File: src/core/ppwh_defs.svh
// constants for the parallel ports with strobe handshake
// assumes the includer imports nothing else under these names
//
// Operation
// - direction bit: 0 input, 1 output; reset clears
// - port three direction from bit zero only
// - expanded modes: port three is data bus
// - port four per-pin direction; expanded: upper address
// - mode one forces port four address outputs
// - port five per-pin direction
// - pins four, five steered by handshake register
// - enable bits make pins zero, one interrupts
// - either wait bit selects pin two; mode three inhibits
// - auto wait: one stretch per external access
// - manual: pin controls; both: stretch only if low
// - halt enable selects pin three; resets to one
// - clearing standby bit enters standby; pin low blocks
// - ram enable bit, resets to one
// - supply kept bit cleared on supply loss
// - port six per-pin direction
// - latch on strobe fall; port six read clears
// - select bit: write or read launches strobe
// - strobe enable makes pin five output strobe
// - strobe flag sets on fall; armed access clears
// - strobe interrupt enable raises first interrupt
`ifndef PPWH_DEFS_SVH
`define PPWH_DEFS_SVH

// ************************************************************
// register offsets
// ************************************************************
`define PPWH_OFS_P3_DIR 8'h04
`define PPWH_OFS_P4_DIR 8'h05
`define PPWH_OFS_P3_DATA 8'h06
`define PPWH_OFS_P4_DATA 8'h07
`define PPWH_OFS_RP5_CTL 8'h14
`define PPWH_OFS_P5_DATA 8'h15
`define PPWH_OFS_P6_DIR 8'h16
`define PPWH_OFS_P6_DATA 8'h17
`define PPWH_OFS_P5_DIR 8'h20
`define PPWH_OFS_HS_CSR 8'h21

// ************************************************************
// ram/port five control fields and reset
// ************************************************************
`define PPWH_B_INT1 0
`define PPWH_B_INT2 1
`define PPWH_B_MWAIT 2
`define PPWH_B_HALT 3
`define PPWH_B_AWAIT 4
`define PPWH_B_STANDBY_PIN 5
`define PPWH_B_RAM 6
`define PPWH_B_SUPPLY 7
`define PPWH_RP5_RESET 8'h78

// ************************************************************
// handshake control/status fields
// ************************************************************
`define PPWH_B_LATCH 3
`define PPWH_B_OSE 4
`define PPWH_B_OSS 5
`define PPWH_B_SIE 6
`define PPWH_B_FLAG 7

// ************************************************************
// mode pin codes
// ************************************************************
`define PPWH_MODE1 2'h1
`define PPWH_MODE2 2'h2
`define PPWH_MODE3 2'h3

`endif

File: src/core/ppwh_pkg.sv
// types shared by the port block
// assumes ppwh_defs.svh holds the numbers
package ppwh_pkg;
	// operating mode taken from the mode pins
	typedef logic [1:0] ppwh_mode_t;
	// byte-wide port value
	typedef logic [7:0] ppwh_byte_t;
endpackage : ppwh_pkg

File: src/core/ppwh_hs_if.sv
// handshake signals between the port block and its strobe unit
// assumes both ends run on core_clk
`timescale 1ns/1ps
interface ppwh_hs_if;
	import ppwh_pkg::*;
	logic rd_data;
	logic wr_data;
	logic rd_csr;
	logic latch_en;
	logic strobe_sel;
	logic strobe_n_sync;
	ppwh_byte_t pins_sync;
	logic flag;
	logic latch_full;
	ppwh_byte_t latch_data;
	logic strobe_n;
	modport ctrl (output rd_data, wr_data, rd_csr, latch_en, strobe_sel,
		strobe_n_sync, pins_sync, input flag, latch_full, latch_data,
		strobe_n);
	modport unit (input rd_data, wr_data, rd_csr, latch_en, strobe_sel,
		strobe_n_sync, pins_sync, output flag, latch_full, latch_data,
		strobe_n);
endinterface : ppwh_hs_if

File: src/core/ppwh_strobe.sv
// port six strobe unit: input latch, strobe flag, output strobe
// assumes inputs already synchronised to core_clk
`timescale 1ns/1ps
`include "ppwh_defs.svh"
module ppwh_strobe
	import ppwh_pkg::*;
(
	input wire logic core_clk,
	input wire logic reset,
	ppwh_hs_if.unit hs
);
	logic strobe_prev;
	logic armed;
	logic fall;
	logic access;

	// ************************************************************
	// edge detect on the synchronised input strobe
	// ************************************************************
	assign fall = strobe_prev & ~hs.strobe_n_sync;
	assign access = hs.rd_data | hs.wr_data;

	always_ff @(posedge core_clk or posedge reset) begin
		if (reset) begin
			strobe_prev <= 1'b1;
		end else begin
			strobe_prev <= hs.strobe_n_sync;
		end
	end

	// latch captures on fall; a port read empties it
	always_ff @(posedge core_clk or posedge reset) begin
		if (reset) begin
			hs.latch_full <= 1'b0;
			hs.latch_data <= 8'h00;
		end else if (hs.latch_en && fall) begin
			hs.latch_full <= 1'b1;
			hs.latch_data <= hs.pins_sync;
		end else if (hs.rd_data || !hs.latch_en) begin
			hs.latch_full <= 1'b0;
		end
	end

	// flag: set beats the armed clear in the same cycle
	always_ff @(posedge core_clk or posedge reset) begin
		if (reset) begin
			hs.flag <= 1'b0;
			armed <= 1'b0;
		end else begin
			if (fall) begin
				hs.flag <= 1'b1;
			end else if (armed && access) begin
				hs.flag <= 1'b0;
			end
			if (hs.rd_csr) begin
				armed <= hs.flag;
			end else if (access) begin
				armed <= 1'b0;
			end
		end
	end

	// one low cycle right after the launching access
	always_ff @(posedge core_clk or posedge reset) begin
		if (reset) begin
			hs.strobe_n <= 1'b1;
		end else begin
			hs.strobe_n <= ~(hs.strobe_sel ? hs.wr_data : hs.rd_data);
		end
	end
endmodule : ppwh_strobe

File: src/core/ppwh_ports.sv
// parallel ports three to six with handshake, main module
// assumes a single-cycle register port and pins from outside
`timescale 1ns/1ps
`include "ppwh_defs.svh"
module ppwh_ports
	import ppwh_pkg::*;
(
	input wire logic core_clk,
	input wire logic reset,
	input wire logic [7:0] reg_addr,
	input wire logic [7:0] reg_wdata,
	input wire logic reg_wr,
	input wire logic reg_rd,
	output logic [7:0] reg_rdata,
	input wire logic [1:0] mode_pin,
	input wire logic standby_pin_n,
	input wire logic supply_lost,
	input wire logic [7:0] p3_in,
	output logic [7:0] p3_out,
	output logic [7:0] p3_oe,
	input wire logic [7:0] p4_in,
	output logic [7:0] p4_out,
	output logic [7:0] p4_oe,
	input wire logic [7:0] p5_in,
	output logic [7:0] p5_out,
	output logic [7:0] p5_oe,
	input wire logic [7:0] p6_in,
	output logic [7:0] p6_out,
	output logic [7:0] p6_oe,
	input wire logic [7:0] ext_addr_hi,
	input wire logic [7:0] ext_wdata,
	input wire logic ext_write,
	input wire logic ext_access,
	output logic [7:0] ext_rdata,
	output logic e_stretch,
	output logic external_int1,
	output logic external_int2,
	output logic halt_req,
	output logic standby_mode,
	output logic onchip_ram_on
);
	// ************************************************************
	// decode helpers
	// ************************************************************
	function automatic logic is_expanded(input ppwh_mode_t m);
		is_expanded = (m == `PPWH_MODE1) || (m == `PPWH_MODE2);
	endfunction : is_expanded

	function automatic logic hit(input logic [7:0] a, input logic [7:0] o);
		hit = (a == o);
	endfunction : hit

	// ************************************************************
	// pin synchronisers
	// ************************************************************
	ppwh_byte_t p3_m, p3_s, p4_m, p4_s, p5_m, p5_s, p6_m, p6_s;
	logic [1:0] mode_m;
	ppwh_mode_t mode;
	logic standby_pin_m, standby_pin_s, lost_m, lost_s;

	// two stages; only the second is read by logic
	always_ff @(posedge core_clk or posedge reset) begin
		if (reset) begin
			p3_m <= 8'hFF;
			p3_s <= 8'hFF;
			p4_m <= 8'hFF;
			p4_s <= 8'hFF;
			p5_m <= 8'hFF;
			p5_s <= 8'hFF;
			p6_m <= 8'hFF;
			p6_s <= 8'hFF;
			mode_m <= `PPWH_MODE3;
			mode <= `PPWH_MODE3;
			standby_pin_m <= 1'b1;
			standby_pin_s <= 1'b1;
			lost_m <= 1'b0;
			lost_s <= 1'b0;
		end else begin
			p3_m <= p3_in;
			p3_s <= p3_m;
			p4_m <= p4_in;
			p4_s <= p4_m;
			p5_m <= p5_in;
			p5_s <= p5_m;
			p6_m <= p6_in;
			p6_s <= p6_m;
			mode_m <= mode_pin;
			mode <= mode_m;
			standby_pin_m <= standby_pin_n;
			standby_pin_s <= standby_pin_m;
			lost_m <= supply_lost;
			lost_s <= lost_m;
		end
	end

	// ************************************************************
	// software registers
	// ************************************************************
	logic p3_dir;
	ppwh_byte_t p4_dir, p5_dir, p6_dir;
	ppwh_byte_t p3_data, p4_data, p5_data, p6_data;
	ppwh_byte_t rp5;
	logic latch_en, strobe_pin_enable, strobe_on_write_select, sie;
	logic expanded;
	logic wr_rp5;
	logic wait_sel, halt_sel, mwait, await_on, wait_low;

	assign expanded = is_expanded(mode);
	assign wr_rp5 = reg_wr && hit(reg_addr, `PPWH_OFS_RP5_CTL);

	// direction registers clear at reset: all pins inputs
	always_ff @(posedge core_clk or posedge reset) begin
		if (reset) begin
			p3_dir <= 1'b0;
			p4_dir <= 8'h00;
			p5_dir <= 8'h00;
			p6_dir <= 8'h00;
		end else if (reg_wr) begin
			if (hit(reg_addr, `PPWH_OFS_P3_DIR)) begin
				p3_dir <= reg_wdata[0];
			end
			if (hit(reg_addr, `PPWH_OFS_P4_DIR)) begin
				p4_dir <= reg_wdata;
			end
			if (hit(reg_addr, `PPWH_OFS_P5_DIR)) begin
				p5_dir <= reg_wdata;
			end
			if (hit(reg_addr, `PPWH_OFS_P6_DIR)) begin
				p6_dir <= reg_wdata;
			end
		end
	end

	// output data registers
	always_ff @(posedge core_clk or posedge reset) begin
		if (reset) begin
			p3_data <= 8'h00;
			p4_data <= 8'h00;
			p5_data <= 8'h00;
			p6_data <= 8'h00;
		end else if (reg_wr) begin
			if (hit(reg_addr, `PPWH_OFS_P3_DATA)) begin
				p3_data <= reg_wdata;
			end
			if (hit(reg_addr, `PPWH_OFS_P4_DATA)) begin
				p4_data <= reg_wdata;
			end
			if (hit(reg_addr, `PPWH_OFS_P5_DATA)) begin
				p5_data <= reg_wdata;
			end
			if (hit(reg_addr, `PPWH_OFS_P6_DATA)) begin
				p6_data <= reg_wdata;
			end
		end
	end

	// ram/port five control; supply bit is cleared by loss
	always_ff @(posedge core_clk or posedge reset) begin
		if (reset) begin
			rp5 <= `PPWH_RP5_RESET;
		end else begin
			if (wr_rp5) begin
				rp5[`PPWH_B_STANDBY_PIN - 1:0] <= reg_wdata[`PPWH_B_STANDBY_PIN - 1:0];
				rp5[`PPWH_B_RAM] <= reg_wdata[`PPWH_B_RAM];
				// a low standby pin blocks entering standby
				if (reg_wdata[`PPWH_B_STANDBY_PIN] || standby_pin_s) begin
					rp5[`PPWH_B_STANDBY_PIN] <= reg_wdata[`PPWH_B_STANDBY_PIN];
				end
			end
			// loss wins over a software write
			if (lost_s) begin
				rp5[`PPWH_B_SUPPLY] <= 1'b0;
			end else if (wr_rp5) begin
				rp5[`PPWH_B_SUPPLY] <= reg_wdata[`PPWH_B_SUPPLY];
			end
		end
	end

	// handshake control bits
	always_ff @(posedge core_clk or posedge reset) begin
		if (reset) begin
			latch_en <= 1'b0;
			strobe_pin_enable <= 1'b0;
			strobe_on_write_select <= 1'b0;
			sie <= 1'b0;
		end else if (reg_wr && hit(reg_addr, `PPWH_OFS_HS_CSR)) begin
			latch_en <= reg_wdata[`PPWH_B_LATCH];
			strobe_pin_enable <= reg_wdata[`PPWH_B_OSE];
			strobe_on_write_select <= reg_wdata[`PPWH_B_OSS];
			sie <= reg_wdata[`PPWH_B_SIE];
		end
	end

	// ************************************************************
	// strobe unit
	// ************************************************************
	ppwh_hs_if hs ();

	assign hs.rd_data = reg_rd && hit(reg_addr, `PPWH_OFS_P6_DATA);
	assign hs.wr_data = reg_wr && hit(reg_addr, `PPWH_OFS_P6_DATA);
	assign hs.rd_csr = reg_rd && hit(reg_addr, `PPWH_OFS_HS_CSR);
	assign hs.latch_en = latch_en;
	assign hs.strobe_sel = strobe_on_write_select;
	assign hs.strobe_n_sync = p5_s[4];
	assign hs.pins_sync = p6_s;

	ppwh_strobe u_strobe (
		.core_clk(core_clk),
		.reset(reset),
		.hs(hs)
	);

	// ************************************************************
	// read data, one cycle after the strobe
	// ************************************************************
	ppwh_byte_t next_rdata;
	ppwh_byte_t p6_view;

	// a full latch stands in for the input pins of port six
	assign p6_view = hs.latch_full ? hs.latch_data : p6_s;

	always_comb begin
		next_rdata = 8'h00;
		case (reg_addr)
			`PPWH_OFS_P3_DIR: next_rdata = {7'h00, p3_dir};
			`PPWH_OFS_P4_DIR: next_rdata = p4_dir;
			`PPWH_OFS_P5_DIR: next_rdata = p5_dir;
			`PPWH_OFS_P6_DIR: next_rdata = p6_dir;
			`PPWH_OFS_P3_DATA: next_rdata = p3_dir ? p3_data : p3_s;
			`PPWH_OFS_P4_DATA:
				next_rdata = (p4_dir & p4_data) | (~p4_dir & p4_s);
			`PPWH_OFS_P5_DATA:
				next_rdata = (p5_dir & p5_data) | (~p5_dir & p5_s);
			`PPWH_OFS_P6_DATA:
				next_rdata = (p6_dir & p6_data) | (~p6_dir & p6_view);
			`PPWH_OFS_RP5_CTL: next_rdata = rp5;
			`PPWH_OFS_HS_CSR:
				next_rdata = {hs.flag, sie, strobe_on_write_select, strobe_pin_enable, latch_en, 3'h0};
			default: next_rdata = 8'h00;
		endcase
	end

	always_ff @(posedge core_clk or posedge reset) begin
		if (reset) begin
			reg_rdata <= 8'h00;
		end else if (reg_rd) begin
			reg_rdata <= next_rdata;
		end else begin
			reg_rdata <= 8'h00;
		end
	end

	// ************************************************************
	// pin drive
	// ************************************************************
	ppwh_byte_t next_p3_out, next_p3_oe, next_p4_out, next_p4_oe;
	ppwh_byte_t next_p5_out, next_p5_oe;

	// ports three and four: general I/O or external bus
	always_comb begin
		if (expanded) begin
			next_p3_out = ext_wdata;
			next_p3_oe = {8{ext_write}};
		end else begin
			next_p3_out = p3_data;
			next_p3_oe = {8{p3_dir}};
		end
		if (mode == `PPWH_MODE1) begin
			next_p4_out = ext_addr_hi;
			next_p4_oe = 8'hFF;
		end else if (mode == `PPWH_MODE2) begin
			next_p4_out = ext_addr_hi;
			next_p4_oe = p4_dir;
		end else begin
			next_p4_out = p4_data;
			next_p4_oe = p4_dir;
		end
	end

	// port five: control roles turn pins zero to four into inputs, pin five into strobe output
	always_comb begin
		next_p5_out = p5_data;
		next_p5_oe = p5_dir;
		if (rp5[`PPWH_B_INT1]) begin
			next_p5_oe[0] = 1'b0;
		end
		if (rp5[`PPWH_B_INT2]) begin
			next_p5_oe[1] = 1'b0;
		end
		if (wait_sel) begin
			next_p5_oe[2] = 1'b0;
		end
		if (halt_sel) begin
			next_p5_oe[3] = 1'b0;
		end
		if (latch_en) begin
			next_p5_oe[4] = 1'b0;
		end
		if (strobe_pin_enable) begin
			next_p5_out[5] = hs.strobe_n;
			next_p5_oe[5] = 1'b1;
		end
	end

	always_ff @(posedge core_clk or posedge reset) begin
		if (reset) begin
			p3_out <= 8'h00;
			p3_oe <= 8'h00;
			p4_out <= 8'h00;
			p4_oe <= 8'h00;
			p5_out <= 8'h00;
			p5_oe <= 8'h00;
			p6_out <= 8'h00;
			p6_oe <= 8'h00;
			ext_rdata <= 8'h00;
		end else begin
			p3_out <= next_p3_out;
			p3_oe <= next_p3_oe;
			p4_out <= next_p4_out;
			p4_oe <= next_p4_oe;
			p5_out <= next_p5_out;
			p5_oe <= next_p5_oe;
			p6_out <= p6_data;
			p6_oe <= p6_dir;
			ext_rdata <= p3_s;
		end
	end

	// ************************************************************
	// wait, halt, interrupts and power
	// ************************************************************
	// selects sit with the registers: the pin logic above reads them

	assign mwait = rp5[`PPWH_B_MWAIT];
	assign await_on = rp5[`PPWH_B_AWAIT];
	// mode three never waits or halts
	assign wait_sel = (mwait | await_on) & (mode != `PPWH_MODE3);
	assign halt_sel = rp5[`PPWH_B_HALT] & (mode != `PPWH_MODE3);
	assign wait_low = ~p5_s[2];

	// stretch: one cycle per access in auto, pin level in manual
	always_ff @(posedge core_clk or posedge reset) begin
		if (reset) begin
			e_stretch <= 1'b0;
		end else if (!wait_sel) begin
			e_stretch <= 1'b0;
		end else if (await_on && !mwait) begin
			e_stretch <= ext_access;
		end else if (mwait && !await_on) begin
			e_stretch <= wait_low;
		end else begin
			e_stretch <= ext_access & wait_low;
		end
	end

	// requests are active high; pins are active low
	always_ff @(posedge core_clk or posedge reset) begin
		if (reset) begin
			external_int1 <= 1'b0;
			external_int2 <= 1'b0;
			halt_req <= 1'b0;
			standby_mode <= 1'b0;
			onchip_ram_on <= 1'b1;
		end else begin
			external_int1 <= (rp5[`PPWH_B_INT1] & ~p5_s[0])
				| (sie & hs.flag);
			external_int2 <= rp5[`PPWH_B_INT2] & ~p5_s[1];
			halt_req <= halt_sel & ~p5_s[3];
			standby_mode <= ~rp5[`PPWH_B_STANDBY_PIN];
			onchip_ram_on <= rp5[`PPWH_B_RAM];
		end
	end
endmodule : ppwh_ports

File: config.mk
export PLATFORM = sky130hd
export DESIGN_NAME = ppwh_ports
export DESIGN_NICKNAME = d
export VERILOG_FILES = /design/src/core/ppwh_pkg.sv /design/src/core/ppwh_hs_if.sv /design/src/core/ppwh_strobe.sv /design/src/core/ppwh_ports.sv
export VERILOG_INCLUDE_DIRS = /design/src /design/src/core
export SDC_FILE = /design/constraint.sdc
export NUM_CORES = 1
export LEC_CHECK = 0
export BUFFER_PORTS_ARGS = -buffer_cell sky130_fd_sc_hd__buf_2
export CAP_MARGIN = 10
export CELL_PAD_IN_SITES_DETAIL_PLACEMENT = 1
export CELL_PAD_IN_SITES_GLOBAL_PLACEMENT = 2
export CORE_UTILIZATION = 40
export CTS_BUF_LIST = sky130_fd_sc_hd__clkbuf_4 sky130_fd_sc_hd__clkbuf_8
export DETAILED_ROUTE_END_ITERATION = 8
export PLACE_DENSITY_LB_ADDON = 0.1
export SYNTH_ARGS = -nofsm -noshare
export SYNTH_HDL_FRONTEND = slang
export SYNTH_HIERARCHICAL = 1
export SYNTH_SLANG_ARGS = --single-unit
File: constraint.sdc
create_clock -name core_clk -period 8.3 [get_ports core_clk]
set_input_delay 0.83 -clock core_clk [delete_from_list [all_inputs] [get_ports core_clk]]
set_output_delay 0.83 -clock core_clk [all_outputs]
set_load 0.02 [all_outputs]
# Yosys cells after proc, flatten, opt, wreduce, memory -nomap -nowiden
# Index checks and enable logic that the tools add are counted.
dict set report word_totals {
  ff_bits 240
  in_bits 74
  out_inout_bits 86
  elab_cells 150
}
dict set report classes {
  eq_ne 13
  muxes 28
  n_bitwise 30
  reduce_logical 28
}
# op n
set ops {}
lappend ops {{one-hot mux 8 bit (10 select lines)} 1}
lappend ops {{two-way mux 8 bit} 8}
lappend ops {{bitwise AND 8 bit} 6}
lappend ops {{equality test 8 x 3 -> 1 bit (second input constant)} 4}
lappend ops {{equality test 8 x 5 -> 1 bit (second input constant)} 4}
lappend ops {{NOT 8 bit} 3}
lappend ops {{OR 8 bit} 3}
lappend ops {{two-way mux 1 bit} 19}
lappend ops {{AND reduction 2 bit} 9}
lappend ops {{equality test 8 x 6 -> 1 bit (second input constant)} 2}
lappend ops {{logical AND 1 bit} 9}
lappend ops {{bitwise AND 1 bit} 8}
lappend ops {{nonzero test 2 bit} 4}
lappend ops {{NOT 1 bit} 7}
lappend ops {{logical NOT 1 bit} 3}
lappend ops {{logical OR 1 bit} 3}
lappend ops {{OR 1 bit} 3}
lappend ops {{equality test 2 x 1 -> 1 bit (second input constant)} 1}
lappend ops {{equality test 2 bit (second input constant)} 1}
lappend ops {{!= test 2 bit (second input constant)} 1}

# Logic depth before layout (Yosys ltp)
dict set report depth {
  ltp_word 6
  ltp_mapped 7
  depth_no_buf 6
}

# Modules after synthesis
# The synthesis kept the hierarchy.
# module instances cells_each area_each_um2 seq_area_each_um2
set by_module_without_submodules {}
lappend by_module_without_submodules {ppwh_ports 1 531 8026.4 5599.1}
lappend by_module_without_submodules {ppwh_strobe 1 32 503.0 327.8}

# Least setup slack after synthesis
# Ideal clock, no wire load.
dict set report synth_timing {
  path_type {input-to-reg}
  start {in reg_addr[1]}
  end {reg p5_dir[0]}
  setup_time_ps 125
  t_arrival_ps 2245
  t_required_ps 8175
  setup_slack_ps 5930
  stages 4
  n_path_buf 0
  cell_sequence {or4_4 -> nor4_4 -> nand2_4 -> mux2_2}
}
dict set report synth_between {
  elab_chain_len 2
}
# item line_no
set synth_rtl {}
lappend synth_rtl {{start: declaration} ppwh_ports.sv:10} ;# input wire logic [7:0] reg_addr,
lappend synth_rtl {{equality test 8 x 6 -> 1 bit} ppwh_ports.sv:50} ;# hit = (a == o);
lappend synth_rtl {{AND reduction 2 bit (no source line)} --}
lappend synth_rtl {{end signal: assignment} ppwh_ports.sv:126} ;# p5_dir <= reg_wdata;
lappend synth_rtl {{end: declaration} ppwh_ports.sv:100} ;# ppwh_byte_t p4_dir, p5_dir, p6_dir;
# No other way between the ends.
# A chain may end at the register's enable or synchronous reset.

# Final worst setup path
dict set report layout_timing {
  start {in reg_addr[5]}
  end {reg p5_data[5]}
}
dict set report layout_between {
  elab_chain_len 2
}
# item line_no
set layout_rtl {}
lappend layout_rtl {{equality test 8 x 5 -> 1 bit} ppwh_ports.sv:50}
lappend layout_rtl {{AND reduction 2 bit (no source line)} --}
lappend layout_rtl {{end signal: assignment} ppwh_ports.sv:149} ;# p5_data <= reg_wdata;
lappend layout_rtl {{end: declaration} ppwh_ports.sv:101} ;# ppwh_byte_t p3_data, p4_data, p5_data, p6_data;
# No other way between the ends.

==> results <==
- The flow ran to the end, and the final reports show no timing, DRC or antenna violations.
- The arithmetic-cell share of the synthesized area counting full adders, half adders and majority gates is 0.440%.
- The number of setup violations in the final report is 0.
- The core footprint is 21,000 sq um.
- The number of gates resized after CTS was 0.
- From bottom edge to top edge, the die measures 148 um.
- The clock reaches the later pin of the worst-skew pair after 520 ps.
- CTS placed an instance of sky130_fd_sc_hd__clkbuf_8 at the clock tree root.
- The tightest slew margin relative to the limit is 32.9%.
- The proportion of synthesized area in mux cells is 15.3%.
- The combinational family with the most area after synthesis is multiplexers.
- The fraction of power consumed by the clock network is 44.6%.
- The number of max-capacitance violations reported is 0.
- The total number of vias is 5,279.
- The highest achievable clock rate is 388 MHz.
- The class of the tightest hold or removal check is flip-flop to flip-flop.
- Dividing the detail-routed via count by the number of cells gives 5.02.
- The initial antenna violation count is 0.
- The via count of the first global-routing pass is 5,809.
- The ratio of total power to cell area is 246 nW/um^2.
- After filler insertion, the fill cell instance count of the layout stands at 2,194.
- The number of instances on the worst hold path is 0.
- Setup repair after global routing left no endpoint under its margin.
- The total iterations of the first detailed-routing run is 4.
- The number of design-rule violations left by the first detailed-router iteration is 234.
- The clock period minus worst slack is 2580 ps.
- The overall overflow remaining after global route is 0.
- The category of the critical setup timing path is input pin to flip-flop.
- The number of remaining DRC errors is 0.
- The leakage power figure is 5.11 nW.
- The kind of end point of the critical path is a flip-flop.
- The final setup TNS is 0 ps.
- Synthesis produced a netlist whose cell count is 563.
- Leaving out filler cells and counting taps, the final layout contains 1,052.
- The post-route total power is 2.58 mW.
- The last weighted congestion value of the routability-driven placer is 0.796.
- The largest fanout on the critical path is 15.
- The most used flip-flop cell after synthesis is sky130_fd_sc_hd__dfrtp_1.
- The sequential power share is 48.3%.
- The sequential cell area fraction in the yosys report is 69.5%.
- The area added between synthesis and finish is 23.3%.
- The max-slew violation count is 0.
- The wire-length estimate of the detail-placed layout is 15,200 um.
- The overall routed net length is 21,900 um.
- The die covers 21,900 sq um.
- TritonCTS created 41 clock buffers.
- The clock net in this run drives a total of 233 sinks.
- The final hold violation count is 0.
- Cell internal power was estimated by the tool at 1.98 mW.
- The startpoint type of the worst setup path is an input pin.
- At the worst endpoint, the arrival time is 2980 ps.
- VDD sags by at most 158 uV.
- The maximum root-to-sink buffer count is 3.
- The clock arrives with 20.8 ps of skew.
- Once layout is complete, the utilization of the core stands at 50.2%.
- In this run the remaining antenna-violating nets after routing total 0.
- The launching element of the worst setup path is reg_addr[5].
- Entering global routing, the biggest net connects 152 pins.
- The hold buffer count at cts is 0.
- The final period utilization is 31.0%.
- The initial utilization of the core area, before any placement, comes to 40.7%.
- The number of setup buffers added after CTS is 0.
- The number of cells in the design after placement is 979.
- The xor/xnor share of the synthesized area is 0%.
- The synthesized cell area is 8530 sq um.
- The average wire per cell in the routed design is 20.8 um.
- The number of synthesized flops with an enable pin is 0.
- After clock tree synthesis, the clock-pin slew on the worst setup and hold paths is 60 ps.
- Of the cells placed in the final design, the portion with a size suffix greater than 1 is 55.0%.
- The reg-to-reg startpoint is mode[1]$_DFF_PP1_.
- The final-layout worst hold slack is 344 ps.
- The wire length of the first global-routing pass is 33,800 um.
- The floorplan has 53 rows.
- The required time reported for the critical path endpoint is 8700 ps.
- The net switching power is 602 uW.
- The count of synthesis-stage warnings from yosys is 6.
- Measured along the x axis, the die boundary spans 148 um.
- The count of port buffers added during placement is 159.
- The number of cells on the worst reg-to-reg path is 4.
- The post-synth net total is 640.
- In this run, synthesis produced a sequential element count of 233.
- The top-level port count is 160.
- Global routing consumed, over all layers together, 20.7% of the routing resources.
- The part of the power in combinational logic is 7.1%.
- Summing the areas of all and, or, nand and nor instances in the mapped netlist gives 6.76% of the synthesized area.
- The fraction of registers with async set or reset after synthesis is 100%.
- Averaged over all synthesized cells, the footprint is 15.1 sq um.
- The total number of nets in the final design is 824.
- The count of inserted antenna diode cells is 0.
- In this run the most critical hold path is launched from p5_m[3]$_DFF_PP1_.
- The area fraction in compound gates after synthesis is 6.01%.
- The switching share of power is 23.3%.
- TritonCTS built the clock tree.
- Counting distinct cell types in the post-synthesis netlist gives 54.
- The CTS H-tree depth is 2.
- At the pin with the least slew margin, the transition time is 1010 ps.
## layer usage
metal	part of all wire, %	track usage, %	routed length [um]	vias up
met3	4.1	3.70	904	33
li1	-	-	-	2374
met4	1.7	5.57	367	0
met2	49	34.5	10700	141
met1	45	27.8	9870	2731
met5	0	0	0	-
## cell families after synthesis
logic type / Yosys count
muxes: 119
DFF: 233
and+or+nand+nor: 95
buffers and inverters: 36
AOI/OAI and AO/OA: 77
adders and majority gates: 3
## power groups by stage
stage	sequential, mW	combinational (mW)	clock, mW
floorplan	1.28	0.0896	0
global placement	1.27	0.182	0
detailed placement	1.27	0.186	0
CTS	1.25	0.187	1.18
global route	1.26	0.199	1.23
finish	1.25	0.183	1.15
## cells in the mapped netlist (all sizes together) (3+ instances only)
cell type  number  share of area (%)
dfstp          77                 24
dfrtp         156                 46
nand2b          6               0.44
nand3b          3               0.41
o21ai          21                1.2
clkbuf         10               0.44
nor4            4               0.72
a211oi          3               0.26
and2            6               0.44
a32oi           5               0.51
a31oi           7               0.51
ha              3               0.44
nor3            4               0.23
nand2          28                1.3
nand3          10               0.88
nor2b           6               0.44
nor2           11               0.48
o2111ai         4               0.41
a21oi          10               0.59
mux2           94                 12
o311ai          3               0.31
or2             9               0.66
o22ai           7               0.51
inv            16               0.70
buf            10               0.81
mux2i          25                2.9
and3            3               0.22
## worst max-delay path, stage by stage
cell and delay (ps):
sky130_fd_sc_hd__buf_2 140, sky130_fd_sc_hd__nor3_1 190, sky130_fd_sc_hd__buf_4 190, sky130_fd_sc_hd__and2_1 530, sky130_fd_sc_hd__nand3_1 620, sky130_fd_sc_hd__mux2_2 470
## layout make-up
| type | count | area (sq um) | area share [%] |
|---|---|---|---|
| Timing Repair Buffer | 161 | 811 | 7.71 |
| Tap cell | 275 | 344 | 3.27 |
| Clock inverter | 5 | 53.8 | 0.511 |
| Sequential cell | 233 | 5930 | 56.3 |
| Clock buffer | 68 | 880 | 8.36 |
| Multi-Input combinational cell | 294 | 2440 | 23.2 |
| Inverter | 16 | 67.6 | 0.642 |
## final timing paths
kind / endpoint / slack (ps)
max: p5_data[5]$_DFFE_PP0P_ / 5720
min: p5_s[3]$_DFF_PP1_ / 340
max reg2reg: p4_out[0]$_DFF_PP0_ / 6050
min reg2reg: p5_s[3]$_DFF_PP1_ / 340
max in group asynchronous: p3_out[0]$_DFF_PP0_ / 6290
min in group asynchronous: u_strobe/hs.flag$_DFFE_PP0P_ / 390
## cells in the final DEF, fill, tap and decap left out, drive strengths merged, types with 5 or more instances in the layout
master / n
or2: 9
nor2: 11
a21oi: 10
o21ai: 21
nand3: 10
nor2b: 6
dfstp: 77
inv: 17
mux2i: 25
a31oi: 7
and2: 6
nand2b: 6
buf: 161
dfrtp: 156
nand2: 28
o22ai: 7
mux2: 94
clkbuf: 68
a32oi: 5
## stage by stage
stage | area (sq um) | worst slack [ps]
final | 10500 | 5720
after global routing | 10500 | 5620
after CTS | 10500 | 5690
after detailed placement | 9590 | 5130
after global placement | 9590 | 5180
after floorplan | 8530 | 1570
Note: power is estimated with default switching activity, not from simulation.
